$ cat src/logic/lpr_pkg.sv
package lpr_pkg;

   // Register word indices on the plain register port.
   localparam logic [5:0] ADDR_DATA_BASE = 6'h00;
   localparam logic [5:0] ADDR_LADDER = 6'h20;
   localparam logic [5:0] ADDR_STATUS = 6'h21;
   localparam int NUM_DATA_REGS = 32;
   localparam int DATA_W = 16;

   // Reference ladder control field positions.
   localparam int IRE_BIT = 15;
   localparam int CST_LSB = 11;
   localparam int PE3_BIT = 10;
   localparam int PE2_BIT = 9;
   localparam int PE1_BIT = 8;
   localparam int APWR_LSB = 6;
   localparam int BPWR_LSB = 4;
   localparam int ALEN_LSB = 0;
   localparam logic [15:0] LADDER_WMASK = 16'hbff7;
   localparam logic [15:0] LADDER_RESET = 16'h0000;
   localparam logic [15:0] DATA_RESET = 16'h0000;

   // Status register field positions.
   localparam int WFAIL_BIT = 5;
   localparam int WALLOW_BIT = 4;

   // Last count of each period in LCD clocks for the two waveform types.
   localparam logic [4:0] PERIOD_A_LAST = 5'h0f;
   localparam logic [4:0] PERIOD_B_LAST = 5'h1f;

   // Ladder power encodings.
   typedef enum logic [1:0]
   {
      LPR_PWR_OFF = 2'b00,
      LPR_PWR_LOW = 2'b01,
      LPR_PWR_MED = 2'b10,
      LPR_PWR_HIGH = 2'b11
   } lpr_pwr_t;

   // Interval phase of the ladder schedule.
   typedef enum logic [0:0]
   {
      LPR_IVL_A = 1'b0,
      LPR_IVL_B = 1'b1
   } lpr_ivl_t;

   // Analog control bundle toward the bias generator.
   typedef struct packed
   {
      logic ref_enable;
      logic [2:0] contrast;
      logic [2:0] bias_pin_enable;
      lpr_pwr_t power;
      lpr_ivl_t interval;
   } lpr_analog_t;

endpackage

$ cat src/logic/lpr_top.sv
// Added by the designer: the placing of the registers and the address-and-strobe port.
`timescale 1ns/1ns
// Functional notes
// - One bit per segment; one means on
// - Register x: common x/4, segment base 16(x%4)
// - Reference enable bit powers internal reference
// - Contrast code sets ladder resistance code/7
// - Pin enables route bias levels externally
// - Interval A power field encodings
// - Interval B power field encodings
// - Type A: N clocks A, 16-N B
// - Type B: N clocks A, 32-N B
// - Code zero holds interval B always (the interval output resets to A and holds it until the first enabled clock)
// - Bits 14 and 3 read zero
// - Waveform bit selects type B when set
// - Disallowed data write sets sticky failure flag
module lpr_top #(
   parameter int NSEG = 64,
   parameter int NCOM = 8
) (
   // Clock, reset and clock enable.
   input wire logic clk,
   input wire logic rst,
   input wire logic clk_en,
   // Register port.
   input wire logic [5:0] reg_addr,
   input wire logic [15:0] reg_wdata,
   input wire logic reg_wr,
   input wire logic reg_rd,
   output logic [15:0] reg_rdata,
   // Timing controller status inputs, same clock domain.
   input wire logic data_write_allowed,
   input wire logic waveform_type_select,
   input wire logic lcd_tick,
   // Pixel drive and common select toward the glass driver.
   input wire logic [2:0] common_select,
   output logic [NSEG-1:0] segment_common_pixel_bit,
   // Bias generator controls and the write failure flag.
   output lpr_pkg::lpr_analog_t analog_ctrl,
   output logic data_write_failed_flag
);

   logic [15:0] pixel_on_data_x [lpr_pkg::NUM_DATA_REGS];
   logic [15:0] ladder_q;
   logic wfail_q;
   logic wfail_d;
   logic [4:0] sched_cnt_q;
   logic [4:0] sched_cnt_d;
   logic [4:0] period_last;
   logic period_end;
   logic [2:0] a_len;
   logic in_a;
   logic data_hit;
   logic pixel_we;
   logic ladder_we;
   logic write_refused;
   logic status_clear;
   logic [15:0] status_word;
   logic [15:0] rdata_d;
   logic [NSEG-1:0] row_d;
   logic ref_enable_d;
   logic [2:0] contrast_d;
   logic [2:0] pin_enable_d;
   lpr_pkg::lpr_pwr_t power_a;
   lpr_pkg::lpr_pwr_t power_b;
   lpr_pkg::lpr_pwr_t power_d;
   lpr_pkg::lpr_ivl_t interval_d;
   logic ref_enable_q;
   logic [2:0] contrast_q;
   logic [2:0] pin_enable_q;
   lpr_pkg::lpr_pwr_t power_q;
   lpr_pkg::lpr_ivl_t interval_q;

   // Address decode; every word below the ladder word is pixel memory.
   assign data_hit = (reg_addr < lpr_pkg::ADDR_LADDER);
   // A pixel write lands only while the timing controller allows it.
   assign pixel_we = reg_wr && data_hit && data_write_allowed;
   // Ladder word write strobe.
   assign ladder_we = reg_wr && (reg_addr == lpr_pkg::ADDR_LADDER);
   // A pixel write while writes are forbidden is refused and remembered.
   assign write_refused = reg_wr && data_hit && !data_write_allowed;
   // Software clears the failure flag by writing zero to its bit of the status word.
   assign status_clear = reg_wr && (reg_addr == lpr_pkg::ADDR_STATUS) && !reg_wdata[lpr_pkg::WFAIL_BIT];

   // Ladder fields, unpacked once so the output logic reads them by name.
   assign a_len = ladder_q[lpr_pkg::ALEN_LSB +: 3];
   assign ref_enable_d = ladder_q[lpr_pkg::IRE_BIT];
   assign contrast_d = ladder_q[lpr_pkg::CST_LSB +: 3];
   // Pin enables are ordered level 3, 2, 1 from the top bit down.
   assign pin_enable_d = {ladder_q[lpr_pkg::PE3_BIT], ladder_q[lpr_pkg::PE2_BIT],
      ladder_q[lpr_pkg::PE1_BIT]};
   assign power_a = lpr_pkg::lpr_pwr_t'(ladder_q[lpr_pkg::APWR_LSB +: 2]);
   assign power_b = lpr_pkg::lpr_pwr_t'(ladder_q[lpr_pkg::BPWR_LSB +: 2]);

   // Type B spans a whole frame of 32 counts, type A a common period of 16.
   assign period_last = waveform_type_select ? lpr_pkg::PERIOD_B_LAST : lpr_pkg::PERIOD_A_LAST;
   // Wrapping at or past the end keeps a type switch mid-period from stranding the counter.
   assign period_end = (sched_cnt_q >= period_last);
   // Interval A covers counts 0 to N-1; a zero code never enters it.
   assign in_a = (sched_cnt_q < {2'b00, a_len});
   // Interval and power are chosen together so the two outputs never disagree.
   assign interval_d = in_a ? lpr_pkg::LPR_IVL_A : lpr_pkg::LPR_IVL_B;
   assign power_d = in_a ? power_a : power_b;

   // Status word: failure flag and the live write-allow level, all other bits zero.
   always_comb
   begin
      status_word = 16'h0000;
      status_word[lpr_pkg::WFAIL_BIT] = wfail_q;
      status_word[lpr_pkg::WALLOW_BIT] = data_write_allowed;
   end

   // Pixel memory: 32 words, one bit per segment of one common.
   always_ff @(posedge clk)
   begin
      if (rst)
      begin
         for (int i = 0; i < lpr_pkg::NUM_DATA_REGS; i++)
         begin
            pixel_on_data_x[i] <= lpr_pkg::DATA_RESET;
         end
      end
      else if (clk_en && pixel_we)
      begin
         pixel_on_data_x[reg_addr[4:0]] <= reg_wdata;
      end
   end

   // Ladder control register; unimplemented bits are never stored.
   always_ff @(posedge clk)
   begin
      if (rst)
      begin
         ladder_q <= lpr_pkg::LADDER_RESET;
      end
      else if (clk_en && ladder_we)
      begin
         ladder_q <= reg_wdata & lpr_pkg::LADDER_WMASK;
      end
   end

   // Next failure flag; a new refusal wins over a clear in the same cycle,
   // so a failure can never be lost to a clear that software issued too late.
   always_comb
   begin
      wfail_d = wfail_q;
      if (write_refused)
      begin
         wfail_d = 1'b1;
      end
      else if (status_clear)
      begin
         wfail_d = 1'b0;
      end
   end

   // Sticky write failure, held until software clears it.
   always_ff @(posedge clk)
   begin
      if (rst)
      begin
         wfail_q <= 1'b0;
      end
      else if (clk_en)
      begin
         wfail_q <= wfail_d;
      end
   end

   // Next schedule count; it moves only on an LCD clock tick.
   // The counter never stops, so the schedule runs even with a zero length code.
   always_comb
   begin
      sched_cnt_d = sched_cnt_q;
      if (lcd_tick)
      begin
         if (period_end)
         begin
            sched_cnt_d = 5'h00;
         end
         else
         begin
            sched_cnt_d = sched_cnt_q + 5'h01;
         end
      end
   end

   // Schedule counter, restarted at the end of every period.
   always_ff @(posedge clk)
   begin
      if (rst)
      begin
         sched_cnt_q <= 5'h00;
      end
      else if (clk_en)
      begin
         sched_cnt_q <= sched_cnt_d;
      end
   end

   // Read mux; unmapped words read as zero.
   always_comb
   begin
      rdata_d = 16'h0000;
      if (data_hit)
      begin
         rdata_d = pixel_on_data_x[reg_addr[4:0]];
      end
      else if (reg_addr == lpr_pkg::ADDR_LADDER)
      begin
         rdata_d = ladder_q;
      end
      else if (reg_addr == lpr_pkg::ADDR_STATUS)
      begin
         rdata_d = status_word;
      end
   end

   // Read data stands only in the cycle after the strobe.
   always_ff @(posedge clk)
   begin
      if (rst)
      begin
         reg_rdata <= 16'h0000;
      end
      else if (clk_en)
      begin
         reg_rdata <= reg_rd ? rdata_d : 16'h0000;
      end
   end

   // Gather the row of the selected common: register 4c+k holds segments 16k..16k+15.
   always_comb
   begin
      row_d = '0;
      for (int s = 0; s < NSEG; s++)
      begin
         row_d[s] = pixel_on_data_x[{common_select, 2'b00} + 5'(s / 16)][s % 16];
      end
   end

   // Registered pixel drive for the glass driver.
   always_ff @(posedge clk)
   begin
      if (rst)
      begin
         segment_common_pixel_bit <= '0;
      end
      else if (clk_en)
      begin
         segment_common_pixel_bit <= row_d;
      end
   end

   // Internal reference enable; the analog side powers the reference from this bit alone.
   always_ff @(posedge clk)
   begin
      if (rst)
      begin
         ref_enable_q <= 1'b0;
      end
      else if (clk_en)
      begin
         ref_enable_q <= ref_enable_d;
      end
   end

   // Contrast code; zero shorts the ladder, so the reset value gives full contrast.
   always_ff @(posedge clk)
   begin
      if (rst)
      begin
         contrast_q <= 3'h0;
      end
      else if (clk_en)
      begin
         contrast_q <= contrast_d;
      end
   end

   // Bias pin routing; a clear bit keeps that level on the internal ladder.
   always_ff @(posedge clk)
   begin
      if (rst)
      begin
         pin_enable_q <= 3'h0;
      end
      else if (clk_en)
      begin
         pin_enable_q <= pin_enable_d;
      end
   end

   // Interval and ladder power; both lag the schedule counter by one cycle.
   // Registering them together avoids a glitch where power and interval disagree.
   always_ff @(posedge clk)
   begin
      if (rst)
      begin
         interval_q <= lpr_pkg::LPR_IVL_A;
         power_q <= lpr_pkg::LPR_PWR_OFF;
      end
      else if (clk_en)
      begin
         interval_q <= interval_d;
         power_q <= power_d;
      end
   end

   // Failure flag copy for the pin; it trails the sticky flag by one cycle.
   always_ff @(posedge clk)
   begin
      if (rst)
      begin
         data_write_failed_flag <= 1'b0;
      end
      else if (clk_en)
      begin
         data_write_failed_flag <= wfail_q;
      end
   end

   // Gather the registered controls into the bundle for the bias generator.
   always_comb
   begin
      analog_ctrl.ref_enable = ref_enable_q;
      analog_ctrl.contrast = contrast_q;
      analog_ctrl.bias_pin_enable = pin_enable_q;
      analog_ctrl.power = power_q;
      analog_ctrl.interval = interval_q;
   end

endmodule

$ cat config.mk
export PLATFORM = sky130hd
export DESIGN_NAME = lpr_top
export DESIGN_NICKNAME = d
export VERILOG_FILES = /design/src/logic/lpr_pkg.sv /design/src/logic/lpr_top.sv
export SDC_FILE = /design/constraint.sdc
export NUM_CORES = 1
export LEC_CHECK = 0
export ABC_CLOCK_PERIOD_IN_PS = 3200
export BUFFER_PORTS_ARGS = -buffer_cell sky130_fd_sc_hd__buf_2
export CORE_MARGIN = 2
export CORE_UTILIZATION = 28
export CTS_BUF_LIST = sky130_fd_sc_hd__clkbuf_4
export CTS_CLUSTER_DIAMETER = 150
export DETAILED_ROUTE_END_ITERATION = 7
export GPL_TIMING_DRIVEN = 0
export PLACE_DENSITY = 0.42
export SYNTH_ARGS = -nofsm -noshare
export SYNTH_HDL_FRONTEND = slang
export SYNTH_SLANG_ARGS = --single-unit
$ cat constraint.sdc
create_clock -name clk -period 3.2 [get_ports clk]
set_clock_uncertainty 0.1 [all_clocks]
set_input_delay 0.64 -clock clk [delete_from_list [all_inputs] [get_ports clk]]
set_output_delay 0.64 -clock clk [all_outputs]
set_load 0.01 [all_outputs]
Word level (Yosys, flattened, before mapping)
Memories as Yosys holds them, arrays and structs flattened. A register that Yosys moved wholly into a read port is not among the register bits.
Cells that the tools add are included.
Storage, ports and cells
  register bits after elaboration: 47
  RAM bits: 512
  output and inout port bits: 91
  logic and storage cells: 52
  memories kept: 1
Operators by class
  add/sub/neg operators: 4
  magnitude comparators: 3
  equality and inequality tests: 2
  muxes and demuxes: 18
  reduce and logical (&&, ||, !) cells: 14
Memories
  pixel_on_data_x: words 32, width 16, read ports 5, clocked after memory_dff 4, wr ports 32, RTL line lpr_top.sv:43  | logic [15:0] pixel_on_data_x [lpr_pkg::NUM_DATA_REGS];
Operator list (number)
  16-bit 2-to-1 mux: 4
  16-bit OR reduction: 1
  5-bit 2-to-1 mux: 3
  6-bit equality test (second input constant): 2
  5-bit by 1-bit adder with 5-bit output (second input constant): 2
  5-bit by 2-bit adder with 5-bit output (second input constant): 2
  1-bit 2-to-1 mux: 9
  1-bit logical AND: 8
  6-bit less-than comparator (second input constant): 1
  6-bit 2-to-1 mux: 1
  5-bit >= comparator: 1
  5-bit by 3-bit less-than comparator with 1-bit output: 1
  2-bit AND reduction: 2
  1-bit logical NOT: 2
  2-bit 2-to-1 mux: 1
  2-bit nonzero test: 1

Depth between registers and ports, before layout
  word-level depth: 9
  mapped depth: 8
  depth with buffers taken out: 6

Least setup slack after synthesis
OpenSTA, ideal clock, no wires.
  path kind: input to register
  start: input rst
  end: memory pixel_on_data_x[30][0] (enable)
  library setup time: 0.411 ns
  data arrival time: 2.721 ns
  required time: 2.689 ns
  slack: -0.032 ns
  stages on the path: 5
  cells stage by stage: clkbuf_1 nor4b_2 nand2_1 clkbuf_1 o21ai_0
RTL lines
  start, declared: RTL line lpr_top.sv:23  | input wire logic rst,
  end, declared: RTL line lpr_top.sv:43

==> summary.md <==
| Metric | Value |
|---|---|
| Layout cells sized above 1 | 24.9% |
| Die area | 115,000 um^2 |
| Core area | 111,000 um^2 |
| Final net count | 2,748 |
| Comb power frac | 13.5% |
| Num ports | 124 |
| Sw Share | 29.6% |
| Slew margin rel. | 3.59% |
| Final hold vios | 0 |
| CTS max path bufs | 3 |
| CTS Root Cell | clkbuf_4 |
| Chip height | 339 um |
| DRC Markers | 0 |
| Post-Synthesis Cells | 2,356 |
| Hold slack | 0.130 ns |
| # setup viols final | 0 |
| Via count | 23,300 |
| Total GRT Usage | 27.1% |
| Syn_nets | 2,393 |
| CTS resizes | 0 |
| Row count | 122 |
| Netlist cell types | 54 |
| Status | finished clean |
| Final min period | 3.07 ns |
| First-pass GRT wire length | 208,000 um |
| Largest net degree at the start of global routing | 17 |
| Drt wl/cell | 36.3 um |
| Clock network power share | 38.1% |
| Final WS setup | 0.127 ns |
| Routed WL | 158,000 um |
| Internal | 0.0137 W |
| Ys async rst share | 0% |
| Worst-margin pin slew | 1.45 ns |
| Placed insts | 3,992 |
| GRT overflow | 0 |
| Total clock sinks | 623 |
| Crit path DAT | 3.95 ns |
| DRT iter0 DRCs | 2,729 |
| Crit-path max FO | 10 |
| Via count of the first global-routing pass | 23,500 |
| Initial core utilization | 28.3% |
| Post-CTS Hold Fix Bufs | 28 |
| Detail Route Antenna Nets | 0 |
| Static Leak | 13.8 nW |
| Pre-CTS WS | -0.666 ns |
| GP Congestion | 0.980 |
| Crit path kind | input pin to register |
| Post-layout util | 33.3% |
| CP endpoint kind | register |
| Setup bufs post-CTS | 0 |
| Peak supply drop | 0.321 mV |
| Synth warn | 0 |
| Average size of a mapped cell | 13.3 um^2 |
| Crit path launch type | input pin |
| Antenna violations before repair | 8 |
| Clk Latency, worst-skew pair | 1.13 ns |
| Hold WC Path Type | input pin to register |
| Detailed-route vias per instance | 5.36 |
| Pwr per Cell Area | 527 nW/um^2 |
| CTS tree | built |
| Fin cells | 4,347 |
| Die X-Extent | 339 um |
| Number of detailed-route iterations in the first pass | 5 |
| RSZ-0062 raised after global routing | no |
| Port bufs | 118 |
| Pwr Total | 0.0195 W |
| Reg clk slew, reported paths | 0.06 ns |
| Critical Path RT | 4.08 ns |
| Register area share after synthesis | 56.0% |
| Top FF cell, synth | edfxtp_1 |
| Post-detail-place hpwl | 121,000 um |
| Num CTS Buffers | 177 |
| Max-cap check violation count | 0 |
| Post-synth EDFFs | 512 |
| Post-Syn Area | 31,400 um^2 |
| Layout area overhead | 17.8% |
| H-tree levels | 4 |
| Net Sw Power | 0.00577 W |
| Max Slew Vio Count | 0 |
| Synth Register Bits | 623 |
| Max Freq | 0.325 GHz |
| Sequential share of power | 48.4% |
| Crit share post-route | 96.0% |
state kept, by name, summed over array words and instances, names as in the netlist, 2 cells and up:
register and count:
pin_enable_q 3, reg_rdata 16, pixel_on_data_x 512, sched_cnt_q 5, ladder_q 14, contrast_q 3, segment_common_pixel_bit 64, power_q 2
area by class of cell:
class	count	area, um^2
buffer	223	1070
multi-input combinational	1504	12900
inverter	6	22.5
clock buffer	255	1910
sequential	623	17600
fill	11100	74000
clock inverter	56	256
tap	1488	1860
antenna	16	40.0
timing repair buffer	176	1380
per-layer routing:
metal | wire length (um) | share of wire [%] | track usage (%) | vias up
li1 | - | - | - | 9671
met1 | 65000 | 41 | 34.8 | 12000
met2 | 70400 | 45 | 41.6 | 1282
met4 | 11500 | 7.3 | 17.9 | 8
met3 | 11000 | 6.9 | 5.23 | 345
met5 | 44 | 0.028 | 0 | -
critical path: stages:
cell and delay (ns):
dlygate4sd3_1 0.53, buf_2 0.18, nand3b_4 0.21, nor3b_2 0.23
nand3_2 0.33, nor2_1 0.91, clkbuf_1 0.69, and2_1 0.22
logic make-up (layout without fill, tap and decap cells):
group / Yosys count / in the layout / synth area share [%]
AO/OA/AOI/OAI: 264 / 264 / 5.33
multiplexers: 471 / 471 / 20.3
AND/OR/NAND/NOR: 761 / 761 / 14.7
flip-flops: 623 / 623 / 56.0
adder cells (fa/ha/maj): 4 / 4 / 0.159
other: 0 / 16 / 0
buffers and inverters: 229 / 716 / 3.46
XOR/XNOR: 4 / 4 / 0.112
final timing paths:
path | cells past startpoint | start | slack (ns) | end
setup / recovery | 8 | reg_addr[5] | 0.13 | pixel_on_data_x[7][2]
hold / removal | 6 | clk_en | 0.13 | reg_rdata[15]
setup reg to reg | 6 | ladder_q[1] | 0.38 | power_q[0]
hold reg to reg | 2 | reg_rdata[14] | 0.35 | reg_rdata[14]
placed cells by master (no fill, tap or decap), drive strengths merged, types with 11 or more instances in the layout:
cell         instances
or4                 30
nor2b               15
dfxtp              111
mux2i              339
clkinv              46
inv                 11
buf                244
o22ai              133
nand2               11
a21oi               16
diode               16
nor2               145
edfxtp             512
and2               513
o21ai               41
a211oi              66
clkbuf             382
mux4               132
dlygate4sd3         28
power by group through the flow:
stage	registers (W)	clock network, W	logic [W]
detailed placement	0.00961	0	0.00257
global route	0.00948	0.00795	0.00266
global placement	0.00963	0	0.00248
finish	0.00944	0.00743	0.00263
CTS	0.00944	0.00754	0.00260
floorplan	0.00953	0	0.00117
cells in the mapped netlist, drive strengths merged, types with 6 or more instances:
cell       n  area (um^2)
clkbuf   127          489
nand4bb    6         87.6
edfxtp   512        15400
o22ai    133          832
and2     513         3210
nand2b     6         37.5
nor2b     15         93.8
a211oi    66          495
dfxtp    111         2220
inv        6         22.5
nand2     11         41.3
mux4     132         2970
o21ai     41          205
a21oi     16         80.1
or4       30          225
buf       96          576
nor2     145          587
mux2i    339         3390
through the flow:
stage / instance area [um^2] / setup TNS (ns)
2_1_floorplan: 31400 / -3.96
3_3_place_gp: 33900 / -1042.73
3_5_place_dp: 34500 / -113.58
4_1_cts: 37000 / 0
5_1_grt: 37000 / 0
6_report: 37000 / 0
Note: power is estimated with default switching activity, not from simulation.
